$ cat src/rtl/cpes_pkg.sv
`default_nettype none
package cpes_pkg;
  // Widths and sizes
  localparam int CNT_W = 3;
  localparam int INC_W = CNT_W + 1;
  localparam int CTR_W = 48;
  localparam int NUM_PROG = 2;
  localparam int NUM_FIX = 3;
  localparam int FILT_W = 16;
  localparam int ADDR_W = 32;
  localparam int PEND_N = 8;
  localparam int FAIR_LIMIT = 4;
  // Event codes
  localparam logic [7:0] EVC_CYCLES = 8'h3c;
  localparam logic [7:0] EVC_IFETCH = 8'h80;
  localparam logic [7:0] EVC_NIP = 8'hb6;
  localparam logic [7:0] EVC_OFFCORE = 8'hb7;
  localparam logic [7:0] EVC_INST = 8'hc0;
  localparam logic [7:0] EVC_UOPS = 8'hc2;
  localparam logic [7:0] EVC_L2Q_REJ = 8'h31;
  localparam logic [7:0] EVC_XQ_REJ = 8'h30;
  // Unit masks
  localparam logic [7:0] UM_00 = 8'h00;
  localparam logic [7:0] UM_01 = 8'h01;
  localparam logic [7:0] UM_02 = 8'h02;
  localparam logic [7:0] UM_03 = 8'h03;
  localparam logic [7:0] UM_04 = 8'h04;
  localparam logic [7:0] UM_10 = 8'h10;
  // Fixed counter slots
  localparam int FIX_INST = 0;
  localparam int FIX_CORE = 1;
  localparam int FIX_REF = 2;
  typedef enum logic [3:0] {
    EV_CORE_CYC = 4'h0,
    EV_REF_CYC = 4'h1,
    EV_IC_HIT = 4'h2,
    EV_IC_MISS = 4'h3,
    EV_IC_ALL = 4'h4,
    EV_NIP_STALL = 4'h5,
    EV_OFC0 = 4'h6,
    EV_OFC1 = 4'h7,
    EV_INST = 4'h8,
    EV_UOP_MS = 4'h9,
    EV_UOP_ALL = 4'ha,
    EV_L2Q_REJ = 4'hb,
    EV_XQ_REJ = 4'hc,
    EV_NONE = 4'hd
  } cpes_evt_e;
  localparam int EV_NUM = 13;
endpackage
`default_nettype wire

$ cat src/rtl/cpes_counter.sv
`default_nettype none
module cpes_counter
  import cpes_pkg::*;
#(
  parameter int W = CTR_W,
  parameter int IW = INC_W
)
(
  // Clock and reset
  input wire logic core_clk,
  input wire logic rst_n,
  // Control
  input wire logic clear,
  input wire logic [IW-1:0] incAmt,
  // Value
  output logic [W-1:0] count
);
  typedef struct packed {
    logic [W-1:0] count;
  } cpes_ctr_s;
  cpes_ctr_s state_q;
  cpes_ctr_s state_d;

  // Adds the whole per-cycle amount; wraps silently, nothing flags overflow
  always_comb
  begin
    state_d = state_q;
    if (clear)
      state_d.count = '0;
    else
      state_d.count = state_q.count + W'(incAmt);
  end

  always_ff @(posedge core_clk)
  begin
    if (!rst_n)
      state_q <= '0;
    else
      state_q <= state_d;
  end

  assign count = state_q.count;
endmodule
`default_nettype wire

$ cat src/rtl/cpes_queue_admit.sv
`default_nettype none
module cpes_queue_admit
  import cpes_pkg::*;
(
  // Clock and reset
  input wire logic core_clk,
  input wire logic rst_n,
  // Core request
  input wire logic reqValid,
  input wire logic reqDirtyEvict,
  input wire logic [ADDR_W-1:0] reqAddr,
  // Queue view
  input wire logic [PEND_N-1:0] pendValid,
  input wire logic [PEND_N-1:0][ADDR_W-1:0] pendAddr,
  input wire logic queueFull,
  input wire logic queueNearFull,
  input wire logic otherWaiting,
  // Decision
  output logic reqAccept,
  output logic reqReject
);
  typedef struct packed {
    logic [2:0] streak;
  } cpes_qa_s;
  cpes_qa_s state_q;
  cpes_qa_s state_d;
  logic conflict;
  logic unfair;
  logic rejectAll;

  // Pending entries include external snoops, so all of them are compared
  always_comb
  begin
    conflict = 1'b0;
    for (int i = 0; i < PEND_N; i++)
      if (pendValid[i] && pendAddr[i] == reqAddr)
        conflict = 1'b1;
  end

  assign unfair = otherWaiting && (int'(state_q.streak) >= FAIR_LIMIT);
  assign rejectAll = queueFull || queueNearFull || unfair || (reqDirtyEvict && conflict);
  assign reqReject = reqValid && rejectAll;
  assign reqAccept = reqValid && !rejectAll;

  // Streak only grows while the other core is kept waiting
  always_comb
  begin
    state_d = state_q;
    if (!otherWaiting || reqReject)
      state_d.streak = '0;
    else if (reqAccept)
      state_d.streak = state_q.streak + 3'h1;
  end

  always_ff @(posedge core_clk)
  begin
    if (!rst_n)
      state_q <= '0;
    else
      state_q <= state_d;
  end
endmodule
`default_nettype wire

$ cat src/rtl/cpes_top.sv
// Behaviour
// - Shared request queue rejects when full, or to keep fairness between cores.
// - Dirty eviction conflicting with any pending entry, snoops included, may be rejected.
// - Code 3C mask 00 counts every core cycle not halted.
// - Fixed counter 1 counts the same unhalted core cycles.
// - Code 3C mask 01 counts unhalted reference cycles at maximum frequency.
// - Fixed counter 2 counts the same unhalted reference cycles.
// - Code 80 mask 01 counts fetches served from instruction cache.
// - Code 80 mask 02 counts each miss or uncacheable fetch once.
// - Code 80 mask 03 counts every instruction fetch.
// - Mask 04 stall event counts every cycle fetch pointer stalls on miss.
// - Off-core events count only types chosen by their own filter register.
// - Instructions retired counts once when the last micro-op retires.
// - Retired instruction count continues through interrupts, traps and handlers.
// - Fixed counter 0 counts the same retired instructions.
// - Code C2 mask 01 counts retired micro-ops from microcode ROM.
// - Code C2 mask 10 counts all retired micro-ops.
// - Code 31 mask 00 counts requests rejected by shared request queue.
// - Code 30 mask 00 counts transactions rejected by external queue.
`default_nettype none
module cpes_top
  import cpes_pkg::*;
(
  // Clock and reset
  input wire logic core_clk,
  input wire logic rst_n,
  // Counter control
  input wire logic [NUM_PROG-1:0][7:0] progEvtCode,
  input wire logic [NUM_PROG-1:0][7:0] progUmask,
  input wire logic [NUM_PROG-1:0] progEnable,
  input wire logic [NUM_FIX-1:0] fixEnable,
  input wire logic ctrClear,
  // Off-core response filters
  input wire logic [FILT_W-1:0] offcoreFilterZero,
  input wire logic [FILT_W-1:0] offcoreFilterOne,
  // Pipeline events
  input wire logic coreHalted,
  input wire logic [CNT_W-1:0] refTicks,
  input wire logic [CNT_W-1:0] retiredInstr,
  input wire logic [CNT_W-1:0] retiredUops,
  input wire logic [CNT_W-1:0] retiredMsUops,
  // Fetch events
  input wire logic [CNT_W-1:0] fetchHit,
  input wire logic [CNT_W-1:0] fetchUncache,
  input wire logic fetchMissPend,
  input wire logic nipStallMiss,
  // Off-core responses
  input wire logic offcoreValid,
  input wire logic [FILT_W-1:0] offcoreType,
  // Shared request queue
  input wire logic coreReqValid,
  input wire logic coreReqDirtyEvict,
  input wire logic [ADDR_W-1:0] coreReqAddr,
  input wire logic [PEND_N-1:0] pendValid,
  input wire logic [PEND_N-1:0][ADDR_W-1:0] pendAddr,
  input wire logic queueFull,
  input wire logic queueNearFull,
  input wire logic otherCoreWaiting,
  output logic coreReqAccept,
  output logic coreReqReject,
  // External queue
  input wire logic [CNT_W-1:0] externalRejects,
  // Counter values
  output logic [NUM_PROG-1:0][CTR_W-1:0] progCount,
  output logic [NUM_FIX-1:0][CTR_W-1:0] fixCount
);
  typedef struct packed {
    logic missPend;
  } cpes_top_s;
  cpes_top_s state_q;
  cpes_top_s state_d;

  logic [EV_NUM-1:0][INC_W-1:0] incVec;
  logic [NUM_PROG-1:0][INC_W-1:0] progInc;
  logic [NUM_FIX-1:0][INC_W-1:0] fixInc;
  logic [NUM_PROG-1:0] progSupported;
  logic missStart;
  logic running;

  function automatic logic [INC_W-1:0] widen(input logic [CNT_W-1:0] v);
    return INC_W'(v);
  endfunction

  function automatic logic [INC_W-1:0] bitInc(input logic b);
    return INC_W'(b);
  endfunction

  // Maps a code and mask pair to an event slot; anything else is unsupported
  function automatic cpes_evt_e evtDecode(input logic [7:0] code, input logic [7:0] um);
    cpes_evt_e ev;
    ev = EV_NONE;
    unique case (code)
      EVC_CYCLES:
      begin
        if (um == UM_00)
          ev = EV_CORE_CYC;
        else if (um == UM_01)
          ev = EV_REF_CYC;
      end
      EVC_IFETCH:
      begin
        if (um == UM_01)
          ev = EV_IC_HIT;
        else if (um == UM_02)
          ev = EV_IC_MISS;
        else if (um == UM_03)
          ev = EV_IC_ALL;
      end
      EVC_NIP:
      begin
        if (um == UM_04)
          ev = EV_NIP_STALL;
      end
      EVC_OFFCORE:
      begin
        if (um == UM_01)
          ev = EV_OFC0;
        else if (um == UM_02)
          ev = EV_OFC1;
      end
      EVC_INST:
      begin
        if (um == UM_00)
          ev = EV_INST;
      end
      EVC_UOPS:
      begin
        if (um == UM_01)
          ev = EV_UOP_MS;
        else if (um == UM_10)
          ev = EV_UOP_ALL;
      end
      EVC_L2Q_REJ:
      begin
        if (um == UM_00)
          ev = EV_L2Q_REJ;
      end
      EVC_XQ_REJ:
      begin
        if (um == UM_00)
          ev = EV_XQ_REJ;
      end
      default:
        ev = EV_NONE;
    endcase
    return ev;
  endfunction

  cpes_queue_admit u_queue_admit (
    .core_clk(core_clk),
    .rst_n(rst_n),
    .reqValid(coreReqValid),
    .reqDirtyEvict(coreReqDirtyEvict),
    .reqAddr(coreReqAddr),
    .pendValid(pendValid),
    .pendAddr(pendAddr),
    .queueFull(queueFull),
    .queueNearFull(queueNearFull),
    .otherWaiting(otherCoreWaiting),
    .reqAccept(coreReqAccept),
    .reqReject(coreReqReject)
  );

  // A miss is counted on its first outstanding cycle only
  always_comb
  begin
    state_d = state_q;
    state_d.missPend = fetchMissPend;
  end

  always_ff @(posedge core_clk)
  begin
    if (!rst_n)
      state_q <= '0;
    else
      state_q <= state_d;
  end

  assign missStart = fetchMissPend && !state_q.missPend;
  assign running = !coreHalted;

  always_comb
  begin
    incVec = '0;
    incVec[EV_CORE_CYC] = bitInc(running);
    // Reference ticks arrive at maximum-frequency rate, so core clock changes do not matter
    incVec[EV_REF_CYC] = running ? widen(refTicks) : '0;
    incVec[EV_IC_HIT] = widen(fetchHit);
    incVec[EV_IC_MISS] = widen(fetchUncache) + bitInc(missStart);
    incVec[EV_IC_ALL] = widen(fetchHit) + incVec[EV_IC_MISS];
    incVec[EV_NIP_STALL] = bitInc(nipStallMiss);
    incVec[EV_OFC0] = bitInc(offcoreValid && |(offcoreType & offcoreFilterZero));
    incVec[EV_OFC1] = bitInc(offcoreValid && |(offcoreType & offcoreFilterOne));
    // Retirement reports the last micro-op only; no interrupt state gates it
    incVec[EV_INST] = widen(retiredInstr);
    incVec[EV_UOP_MS] = widen(retiredMsUops);
    incVec[EV_UOP_ALL] = widen(retiredUops);
    incVec[EV_L2Q_REJ] = bitInc(coreReqReject);
    incVec[EV_XQ_REJ] = widen(externalRejects);
  end

  // Fixed counters reuse the programmable slots, so the two cannot drift apart
  always_comb
  begin
    fixInc = '0;
    fixInc[FIX_INST] = fixEnable[FIX_INST] ? incVec[EV_INST] : '0;
    fixInc[FIX_CORE] = fixEnable[FIX_CORE] ? incVec[EV_CORE_CYC] : '0;
    fixInc[FIX_REF] = fixEnable[FIX_REF] ? incVec[EV_REF_CYC] : '0;
  end

  for (genvar p = 0; p < NUM_PROG; p++)
  begin : g_prog
    cpes_evt_e sel;
    assign sel = evtDecode(progEvtCode[p], progUmask[p]);
    assign progSupported[p] = (sel != EV_NONE);
    assign progInc[p] = (progEnable[p] && progSupported[p]) ? incVec[sel] : '0;
    cpes_counter u_prog_ctr (
      .core_clk(core_clk),
      .rst_n(rst_n),
      .clear(ctrClear),
      .incAmt(progInc[p]),
      .count(progCount[p])
    );
  end

  for (genvar f = 0; f < NUM_FIX; f++)
  begin : g_fix
    cpes_counter u_fix_ctr (
      .core_clk(core_clk),
      .rst_n(rst_n),
      .clear(ctrClear),
      .incAmt(fixInc[f]),
      .count(fixCount[f])
    );
  end
endmodule
`default_nettype wire

$ cat config.mk
export PLATFORM = sky130hd
export DESIGN_NAME = cpes_top
export DESIGN_NICKNAME = d
export VERILOG_FILES = /design/src/rtl/cpes_pkg.sv /design/src/rtl/cpes_counter.sv /design/src/rtl/cpes_queue_admit.sv /design/src/rtl/cpes_top.sv
export SDC_FILE = /design/constraint.sdc
export NUM_CORES = 1
export LEC_CHECK = 0
export BUFFER_PORTS_ARGS = -buffer_cell sky130_fd_sc_hd__buf_2
export CAP_MARGIN = 30
export CORE_AREA = 2 2 254 256
export DETAILED_ROUTE_END_ITERATION = 7
export DIE_AREA = 0 0 256 258
export GPL_TIMING_DRIVEN = 0
export SYNTH_ARGS = -nofsm -noshare
export SYNTH_HDL_FRONTEND = slang
export SYNTH_SLANG_ARGS = --single-unit
$ cat constraint.sdc
create_clock -name core_clk -period 12.2 [get_ports core_clk]
set_input_delay 0 -clock core_clk [delete_from_list [all_inputs] [get_ports core_clk]]
set_output_delay 0 -clock core_clk [all_outputs]
set_load 0.02 [all_outputs]
==> results of run 1 <==
worst max path at each step:
| stage | to | start |
|---|---|---|
| detailed placement | g_prog[1].u_prog_ctr.count[38]$_SDFF_PP0_ | coreReqAddr[31] |
| floorplan | g_prog[0].u_prog_ctr.count[38]$_SDFF_PP0_ | progEvtCode[3] |
| CTS | g_prog[1].u_prog_ctr.count[38]$_SDFF_PP0_ | coreReqAddr[31] |
| finish | g_prog[1].u_prog_ctr.count[38]$_SDFF_PP0_ | coreReqAddr[31] |
| global route | g_prog[0].u_prog_ctr.count[44]$_SDFF_PP0_ | coreReqAddr[31] |
| global placement | g_prog[0].u_prog_ctr.count[38]$_SDFF_PP0_ | coreReqAddr[24] |
area by class of cell:
cell class              count  area (um^2)  area share, %
repair buffers            639         3330           15.9
clock inverters            13          163          0.778
clock buffers              42          866           4.14
diodes                     11         27.5          0.132
flip-flops and latches    244         4880           23.4
plain buffers              76          335           1.60
inverters                  41          154          0.736
well taps                 855         1070           5.12
multi-input cells        1536        10100           48.2
registers in the layout (all words and copies together), names as in the netlist:
register / flops
g_fix.u_fix_ctr.count: 144
g_prog.u_prog_ctr.count: 96
state_q: 1
u_queue_admit.state_q: 3
power by group:
group	switching [uW]	leakage, uW	total (uW)	internal, uW
Combinational	160	0.00606	284	124
Sequential	0.709	0.00196	799	798
Clock	371	0.000500	928	557
stage by stage:
stage | instances | hold slack [ns] | power (uW) | util, % | worst slack (ns)
4_1_cts | 3445 | 0.0156 | 2040 | 32.8 | 6.16
3_5_place_dp | 3373 | 0.222 | 1090 | 30.9 | 5.55
5_1_grt | 3455 | 0.106 | 2090 | 32.8 | 5.75
3_3_place_gp | 3369 | 0.218 | 1090 | 30.8 | 5.49
2_1_floorplan | 1897 | 0.122 | 954 | - | 7.71
6_report | 3457 | 0.0711 | 2010 | 32.8 | 6.09
layer usage:
metal / share of wire (%) / track usage [%]
met5: 0.040 / 0
met3: 7.7 / 5.38
met4: 5.1 / 9.02
met2: 50 / 35.8
met1: 37 / 21.0
logic make-up (layout without fill, tap and decap cells):
group | count (synthesis) | after routing
XOR/XNOR | 445 | 445
AND/OR/NAND/NOR | 852 | 852
other | 0 | 11
adder cells (fa/ha/maj) | 27 | 27
buffers and inverters | 117 | 811
flip-flops | 244 | 244
AO/OA/AOI/OAI | 197 | 197
multiplexers | 15 | 15
placed cells by master, fill, tap and decap left out, types with 38 or more instances in the layout:
cell / n
clkbuf_1: 58
inv_1: 41
nand4_1: 89
buf_2: 636
or3_1: 38
o21ai_0: 45
nand2_1: 134
nor2_1: 253
nor3_1: 42
a21oi_1: 59
dfxtp_1: 244
xor2_1: 246
nor4_1: 41
and3_1: 39
nand3_1: 102
xnor2_1: 199
what timing repair did:
item | CTS | global route
endpoints found under the hold margin | 11 | 0
endpoints found under the setup margin | 0 | 0
hold buffers | 17 | 0
worst reg2reg max path, delay by kind of cell, from the launching register on:
| family | cells | cell delay (ns) |
|---|---|---|
| AO/OA/AOI/OAI | 3 | 0.81 |
| XOR/XNOR | 1 | 0.16 |
| adder cells (fa/ha/maj) | 4 | 1.45 |
| buffers and inverters | 1 | 0.10 |
| flip-flops | 1 | 0.30 |
| multiplexers | 1 | 0.15 |
| AND/OR/NAND/NOR | 10 | 2.48 |
==> results by group, run 1 <==
Synth
  • Seq/Total Area, Yosys: 31.6%
  • Synth unique cells: 85
  • Main area contributors after synthesis: dfxtp_1 32%, xor2_1 14%, xnor2_1 11%
  • XOR/XNOR Fraction of Synth Area: 25.2%
  • Area share of fa/ha/maj cells after synthesis: 2.43%
  • Post-synthesis simple-gate area fraction: 28.2%
  • Yosys reg bits: 244
  • Area leader, netlist: dfxtp_1
  • Count leader, synth: nor2_1
  • Mean post-synth cell area: 8.14 um^2
  • Synth Instances: 1897
  • Synth top area share: 31.6%
  • Main combinational cell family by area after synthesis: simple AND/OR/NAND/NOR gates
  • Syn Nets: 2338
  • Yosys warnings: 0
  • Compound-Gate Fraction of Synth Area: 8.29%
  • Post-synthesis mux area share: 1.01%
  • EDFF count, synth: 0
  • Share of flip-flops with an asynchronous set or reset: 0%
  • Top FF cell, synth: dfxtp_1
  • Post-synth top cells: 253 x nor2_1, 246 x xor2_1, 244 x dfxtp_1, 199 x xnor2_1, 134 x nand2_1
  • Mapped Area: 15400 um^2

Pwr
  • VDD IR max: 97.6 uV
  • Pwr dens: 96.2 nW/um^2
  • LEAKAGE: 0.00853 uW

STA
  • Slew headroom: 27.6%
  • Max frequency: 164 MHz
  • Measured slew at the worst slew-check pin: 1.09 ns
  • Final worst path period share: 50.0%
  • Final setup fails: 0
  • Max Clock Skew: 0.0157 ns
  • RSZ-0062 raised after global routing: no
  • Final worst path period need: 6.11 ns
  • Final Max Slew Viols: 0
  • Post-route setup TNS: 0 ns
  • Hold Vio Cnt, Final: 0

Floorplan
  • Die width: 256 um
  • Rows: 93
  • Initial Utilization: 24.3%
  • IO Pins: 656
  • Die Y: 258 um
  • Core ar.: 63600 um^2
  • Die outline area: 66000 um^2

Clocking
  • PostCTS Resize Cnt: 0
  • Clk Latency, worst-skew pair: 0.57 ns
  • Post-CTS setup buffers: 0
  • CTS tree: yes
  • Max clock buf depth: 3
  • Total CTS buffers: 30
  • CTS H-Tree Depth: 1
  • Root buf cell: clkbuf_16
  • CTS clk-pin slew, worst paths: 0.06 ns
  • Clock sinks: 244

Detailed routing
  • Vias: 16200
  • Vias per cell: 4.70
  • Post-DRT Antenna Nets: 0
  • DR iter-0 viols: 890
  • Drt wl/cell: 19.6 um
  • Remaining DRCs: 0
  • First drt pass iteration count: 5
  • Total Routed Length: 67800 um

Setup path
  • Crit path largest cell delay: 0.94 ns
  • Critical Path Stages: 21
  • CP startpoint kind: input pin
  • Buf/Inv on CP: 2
  • CP required: 12.63 ns
  • FF-to-FF Start: state_q$_SDFF_PN0_
  • WS Path Type: in2reg
  • Flop-to-flop setup slack: 6.61 ns
  • CP delay by family, top: simple AND/OR/NAND/NOR gates
  • R2R depth: 20
  • CP Max Fanout: 8
  • Slowest CP cell: nor4_1
  • Critical R2R Capture: g_prog[1].u_prog_ctr.count[38]$_SDFF_PP0_
  • CP cell instances: clkbuf_1 > xnor2_1 > nand4_1 > nor4_1 > nand4_1 > o22ai_1 > o41ai_1 > a31o_2 > nor3b_1 > o32ai_1 > ha_1 > inv_1 > fa_1 > nor2b_1 > o21ai_0 > nand2b_1 > nand3_1 > nor4_1 > nor3b_1 > xnor2_1 > nor2_1
  • Worst path arrival time: 6.53 ns
  • Crit end category: flop

Hold path
  • Hold Crit Start: ctrClear
  • WHS Endpoint: g_fix[1].u_fix_ctr.count[47]$_SDFF_PP0_
  • Worst Hold Class: in2reg
  • Hold depth: 5

Finish
  • Layout area overhead: 35.3%
  • # fillers: 6852
  • Final net count: 3009
  • Fin area: 20900 um^2
  • Share of cells above drive strength 1: 28.1%

Placement
  • Dpl cell area: 19700 um^2
  • GP Congestion: 0.946
  • Detail Placement HPWL: 55400 um
  • PortBufs: 617

Global routing
  • Gr usage total: 19.6%
  • First-pass GRT wire length: 99400 um
  • Vias in the first global route: 16000
  • Largest net degree at the start of global routing: 16
  • Global route total overflow: 0
  • Initial antenna violation count: 14

Status
  • Outcome: complete, no violations

Job
  • Max-Cap Viols: 0
Power figures use the tool's default switching activity.
==> run 2: changes to the inputs <==
Settings changed: CORE_AREA 2 2 254 256 to 2 2 257 259, DIE_AREA 0 0 256 258 to 0 0 259 261.
Clock period 12.2 ns to 5.9 ns, I/O delays scaled along.
==> results by group, run 2 (synthesis results as in run 1) <==
Status
  • Outcome: complete, no violations

Finish
  • Most common cell after layout, fill and taps aside: buf_2
  • Fin area: 21000 um^2 (+0.36%)
  • Largest register FFs: 144 (unchanged)
  • Layout area overhead: 35.8%
  • Share of cells above drive strength 1: 28.2% (+0.19 points)
  • Final net count: 3014 (+0.17%)
  • Most frequent cells in the layout: 637 x buf_2, 253 x nor2_1, 246 x xor2_1
  • Fin cells: 3467 (+0.29%)

STA
  • Max Clock Skew: 0.0197 ns (+0.00399 ns)
  • Measured slew at the worst slew-check pin: 1.06 ns (-0.0250 ns)
  • Final worst path period need: 5.57 ns
  • RSZ-0062 raised after global routing: no
  • Final setup fails: 0 (unchanged)
  • Hold Vio Cnt, Final: 0 (unchanged)
  • Final worst path period share: 94.4%
  • Final Max Slew Viols: 0 (unchanged)
  • Slew headroom: 29.3% (+1.7 points)
  • Max frequency: 179 MHz

Setup path
  • Worst path arrival time: 6.07 ns (-0.46 ns)
  • R2R depth: 20 (unchanged)
  • WS Path Type: in2reg
  • CP startpoint kind: input pin
  • CP required: 6.40 ns (-6.23 ns)
  • CP Max Fanout: 8 (unchanged)
  • Crit end category: flop

Detailed routing
  • Vias: 16200 (-0.28%)
  • Total Routed Length: 67700 um (-0.16%)
  • Remaining DRCs: 0 (unchanged)
  • First drt pass iteration count: 8 (+3)
  • Vias per cell: 4.67 (-0.57%)
  • Post-DRT Antenna Nets: 0 (unchanged)
  • Drt wl/cell: 19.5 um (-0.45%)
  • DR iter-0 viols: 892 (+0.22%)

Global routing
  • Vias in the first global route: 15200 (-4.9%)
  • Global route total overflow: 0 (unchanged)
  • Gr usage total: 18.9% (-0.68 points)
  • Initial antenna violation count: 14 (unchanged)
  • First-pass GRT wire length: 96700 um (-2.7%)
  • Largest net degree at the start of global routing: 16 (unchanged)

Pwr
  • Clock Power Share: 46.1% (about the same)
  • Switch Pwr: 1090 uW (+110%)
  • Seq pwr share: 39.7% (about the same)
  • LEAKAGE: 0.00857 uW (+0.45%)
  • VDD IR max: 216 uV (+120%)
  • Internal Pwr Total: 3060 uW (+110%)
  • Combinational share of power: 14.1% (about the same)
  • Sw Ratio: 26.3% (-0.13 points)
  • Pwr dens: 198 nW/um^2 (+110%)

Clocking
  • CTS clk-pin slew, worst paths: 0.06 ns (about the same)
  • Total CTS buffers: 30 (unchanged)
  • CTS H-Tree Depth: 1 (unchanged)
  • Clk Latency, worst-skew pair: 0.58 ns (about the same)
  • Clock sinks: 244 (unchanged)
  • Max clock buf depth: 3 (unchanged)
  • Root buf cell: clkbuf_16
  • CTS tree: yes

Floorplan
  • IO Pins: 656 (unchanged)
  • Die Y: 261 um (+1.2%)
  • Die outline area: 67600 um^2 (+2.3%)
  • Initial Utilization: 23.7% (-0.52 points)
  • Die width: 259 um (+1.2%)
  • Rows: 94 (+1.1%)
  • Core ar.: 65000 um^2 (+2.2%)

Placement
  • Dpl cell area: 19700 um^2 (about the same)
  • Post-Place Cells: 3383 (+0.30%)
  • Detail Placement HPWL: 55000 um (-0.86%)
  • GP Congestion: 0.985 (+4.2%)
  • PortBufs: 617 (unchanged)

Job
  • Max-Cap Viols: 0 (unchanged)

Hold path
  • Worst Hold Class: in2reg
  • Hold depth: 7 (+2)
[run 2: cell count changes in the layout (fill, tap and decap cells not counted), sizes merged]
cell      change
buf           +5
diode         -3
clkinvlp      -2
inv           +1
[run 2: power groups by stage]
stage               clock (uW)  sequential [uW]  combinational, uW
floorplan                    0             1690                282
global placement             0             1690                554
detailed placement           0             1690                561
CTS                       1980             1650                573
global route              2040             1650                630
finish                    1920             1650                586
[run 2: final timing paths]
kind                                            from                                        end  slack (ns)
max                                  coreReqAddr[29]  g_prog[1].u_prog_ctr.count[46]$_SDFF_PP0_        0.33
min reg2reg  g_fix[1].u_fix_ctr.count[47]$_SDFF_PP0_    g_fix[1].u_fix_ctr.count[47]$_SDFF_PP0_        0.47
min                                     nipStallMiss   g_prog[0].u_prog_ctr.count[0]$_SDFF_PP0_        0.04
max reg2reg                       state_q$_SDFF_PN0_  g_prog[1].u_prog_ctr.count[31]$_SDFF_PP0_        0.77
[run 2: cell type report]
type | instances | area [um^2]
sequential | 244 | 4880
multi-input combinational | 1536 | 10100
tap | 864 | 1080
inverter | 41 | 154
clock inverter | 12 | 160
buffer | 76 | 335
clock buffer | 42 | 866
fill | 6963 | 44100
antenna | 8 | 20.0
timing repair buffer | 644 | 3390
[run 2: repair_timing]
action	4_1_cts	5_1_grt
setup endpoints to repair	0	6
hold buffers	17	0
hold endpoints to repair	10	0
setup buffers	0	0
resized for setup	0	2
[run 2: worst max-delay path, stage by stage]
cell and delay [ns]:
clkbuf_1 0.69, xnor2_1 0.32, nand4_1 0.14, nor4_1 0.83, nand4_1 0.17, o22ai_1 0.21
o41ai_1 0.14, a31o_2 0.32, nor3b_1 0.16, o32ai_1 0.49, ha_1 0.27, inv_1 0.06
fa_1 0.38, nor2b_1 0.18, o21ai_0 0.12, nand2b_1 0.15, nand3_1 0.30, nor3_1 0.41
nand2_1 0.23, or3_1 0.36, a21oi_1 0.14
[run 2: per-stage QoR]
stage | util, % | setup slack [ns] | setup TNS [ns] | power, uW | hold slack (ns)
final | 32.2 | 0.329 | 0 | 4160 | 0.0441
after global routing | 32.2 | 0.0370 | 0 | 4320 | 0.0968
after CTS | 32.1 | 0.128 | 0 | 4210 | 0.0219
after detailed placement | 30.3 | -0.478 | -5.29 | 2250 | 0.229
after global placement | 30.2 | -0.645 | -9.39 | 2240 | 0.229
after floorplan | - | 1.41 | 0 | 1970 | 0.122
[run 2: per-layer routing]
metal | vias up | track usage (%) | share of wire, %
met5 | - | 0 | 0.071
met4 | 8 | 7.29 | 4.4
met3 | 138 | 5.28 | 7.8
met2 | 591 | 34.1 | 50
met1 | 7540 | 21.1 | 38
li1 | 7922 | - | -
==> run 3: changes to the inputs <==
Settings changed: CORE_AREA 2 2 257 259 to 4 4 251 253, DIE_AREA 0 0 259 261 to 0 0 255 257.
==> results by group, run 3 (synthesis results as in run 1) <==
Status
  • Outcome: complete, no violations

Clocking
  • Total CTS buffers: 29 (-3.3%)
  • Root buf cell: clkbuf_16
  • Max clock buf depth: 3 (unchanged)
  • Clk Latency, worst-skew pair: 0.56 ns (-0.02 ns)
  • CTS clk-pin slew, worst paths: 0.06 ns (about the same)
  • CTS tree: yes
  • CTS H-Tree Depth: 1 (unchanged)
  • Clock sinks: 244 (unchanged)

Detailed routing
  • Total Routed Length: 68700 um (+1.5%)
  • Drt wl/cell: 20.3 um (+4.0%)
  • Vias per cell: 4.76 (+2.0%)
  • Remaining DRCs: 0 (unchanged)
  • Vias: 16100 (-0.43%)
  • DR iter-0 viols: 656 (-26%)
  • Post-DRT Antenna Nets: 0 (unchanged)
  • First drt pass iteration count: 5 (-3)

Placement
  • Worst slack at placement: -0.423 ns (+0.0554 ns)
  • Detail Placement HPWL: 55700 um (+1.4%)
  • PortBufs: 617 (unchanged)
  • Dpl cell area: 19500 um^2 (-0.68%)
  • GP Congestion: 0.934 (-5.2%)

STA
  • Final worst path period need: 5.47 ns (-0.0975 ns)
  • Measured slew at the worst slew-check pin: 1.07 ns (+0.0136 ns)
  • Final Max Slew Viols: 0 (unchanged)
  • Max frequency: 183 MHz (+1.8%)
  • Max Clock Skew: 0.0173 ns (-0.00248 ns)
  • Worst setup margin: 0.426 ns (+0.0975 ns)
  • RSZ-0062 raised after global routing: no
  • Final setup fails: 0 (unchanged)
  • Final worst path period share: 92.8% (-1.7 points)
  • WHS: 0.0198 ns (-0.0244 ns)
  • Slew headroom: 28.4% (-0.91 points)
  • Hold Vio Cnt, Final: 0 (unchanged)

Floorplan
  • Die outline area: 65500 um^2 (-3.1%)
  • IO Pins: 656 (unchanged)
  • Rows: 91 (-3.2%)
  • Die Y: 257 um (-1.5%)
  • Core ar.: 61000 um^2 (-6.2%)
  • Die width: 255 um (-1.5%)
  • Initial Utilization: 25.3% (+1.6 points)

Pwr
  • VDD IR max: 208 uV (-3.6%)
  • LEAKAGE: 0.00852 uW (-0.50%)
  • Final total power: 4120 uW (-0.94%)
  • Pwr dens: 198 nW/um^2 (about the same)

Global routing
  • Initial antenna violation count: 8 (-6)
  • Largest net degree at the start of global routing: 15 (-1)
  • Global route total overflow: 0 (unchanged)
  • Vias in the first global route: 15600 (+3.0%)
  • Gr usage total: 19.9% (+0.98 points)
  • First-pass GRT wire length: 99500 um (+2.9%)

Setup path
  • WS Path Type: in2reg
  • CP startpoint kind: input pin
  • CP required: 6.38 ns (-0.02 ns)
  • Worst path arrival time: 5.96 ns (-0.11 ns)
  • CP Max Fanout: 8 (unchanged)
  • Crit end category: flop

Job
  • Max-Cap Viols: 0 (unchanged)

Finish
  • Fin area: 20800 um^2 (-0.88%)
  • Most common cell after layout, fill and taps aside: buf_2
  • Final net count: 3007 (-0.23%)
  • Share of cells above drive strength 1: 28.2% (about the same)
  • Layout area overhead: 34.6%
  • Largest register FFs: 144 (unchanged)
  • Most frequent cells in the layout: 637 x buf_2, 253 x nor2_1, 246 x xor2_1

Hold path
  • Worst Hold Class: in2reg
[run 3: final cells by class]
type,instances,area [um^2]
inverter,41,154
clock buffer,41,851
multi-input combinational,1536,10100
clock inverter,13,153
sequential,244,4880
buffer,76,335
tap,790,988
fill,6530,40200
timing repair buffer,638,3320
antenna,7,17.5
[run 3: per-stage QoR]
step / TNS, ns / std cells / util (%)
2_1_floorplan: 0 / 1897 / -
3_3_place_gp: -17.73 / 3304 / 32.0
3_5_place_dp: -4.18 / 3306 / 32.0
4_1_cts: 0 / 3375 / 33.9
5_1_grt: 0 / 3385 / 34.1
6_report: 0 / 3386 / 34.1
[run 3: critical path: stages]
cell and delay, ns:
clkbuf_1 0.68, xnor2_1 0.23, nand4_1 0.18, nor4_1 0.27
nand4_1 0.29, o21ai_0 0.49, o41ai_1 0.19, a31o_2 0.33
nor3b_1 0.16, o32ai_1 0.48, ha_1 0.27, inv_1 0.05
fa_1 0.41, nor2b_1 0.18, o21ai_0 0.12, nand2b_1 0.15
nand3_1 0.28, nor3_1 0.44, nand2_1 0.26, or3_1 0.37
a21oi_1 0.14
[run 3: worst paths after layout]
path                                                                  end  cells past startpoint                               startpoint  slack [ns]
worst max register to register  g_prog[1].u_prog_ctr.count[44]$_SDFF_PP0_                     20                       state_q$_SDFF_PN0_        0.73
worst min register to register    g_fix[1].u_fix_ctr.count[47]$_SDFF_PP0_                      2  g_fix[1].u_fix_ctr.count[47]$_SDFF_PP0_        0.47
worst min-delay path             g_prog[0].u_prog_ctr.count[1]$_SDFF_PP0_                      4                            progEnable[0]        0.02
worst max-delay path            g_prog[1].u_prog_ctr.count[44]$_SDFF_PP0_                     21                          coreReqAddr[12]        0.43
[run 3: routing by layer]
| layer | global-route usage [%] | share of wire (%) |
|---|---|---|
| met1 | 21.8 | 37 |
| met3 | 6.21 | 8.5 |
| met2 | 34.8 | 49 |
| met5 | 0 | 0 |
| met4 | 9.85 | 5.7 |
[run 3: power breakdown]
part           leakage [uW]  total (uW)  switching [uW]  internal, uW
combinational       0.00606         584             329           255
clock              0.000495        1880             747          1130
sequential          0.00196        1650            1.43          1650
total               0.00852        4120            1080          3040
[run 3: repair_timing]
item	CTS	global route
resized for setup	0	3
hold buffers	15	0
setup endpoints to repair	0	13
buffers inserted	0	0
hold endpoints to repair	9	0
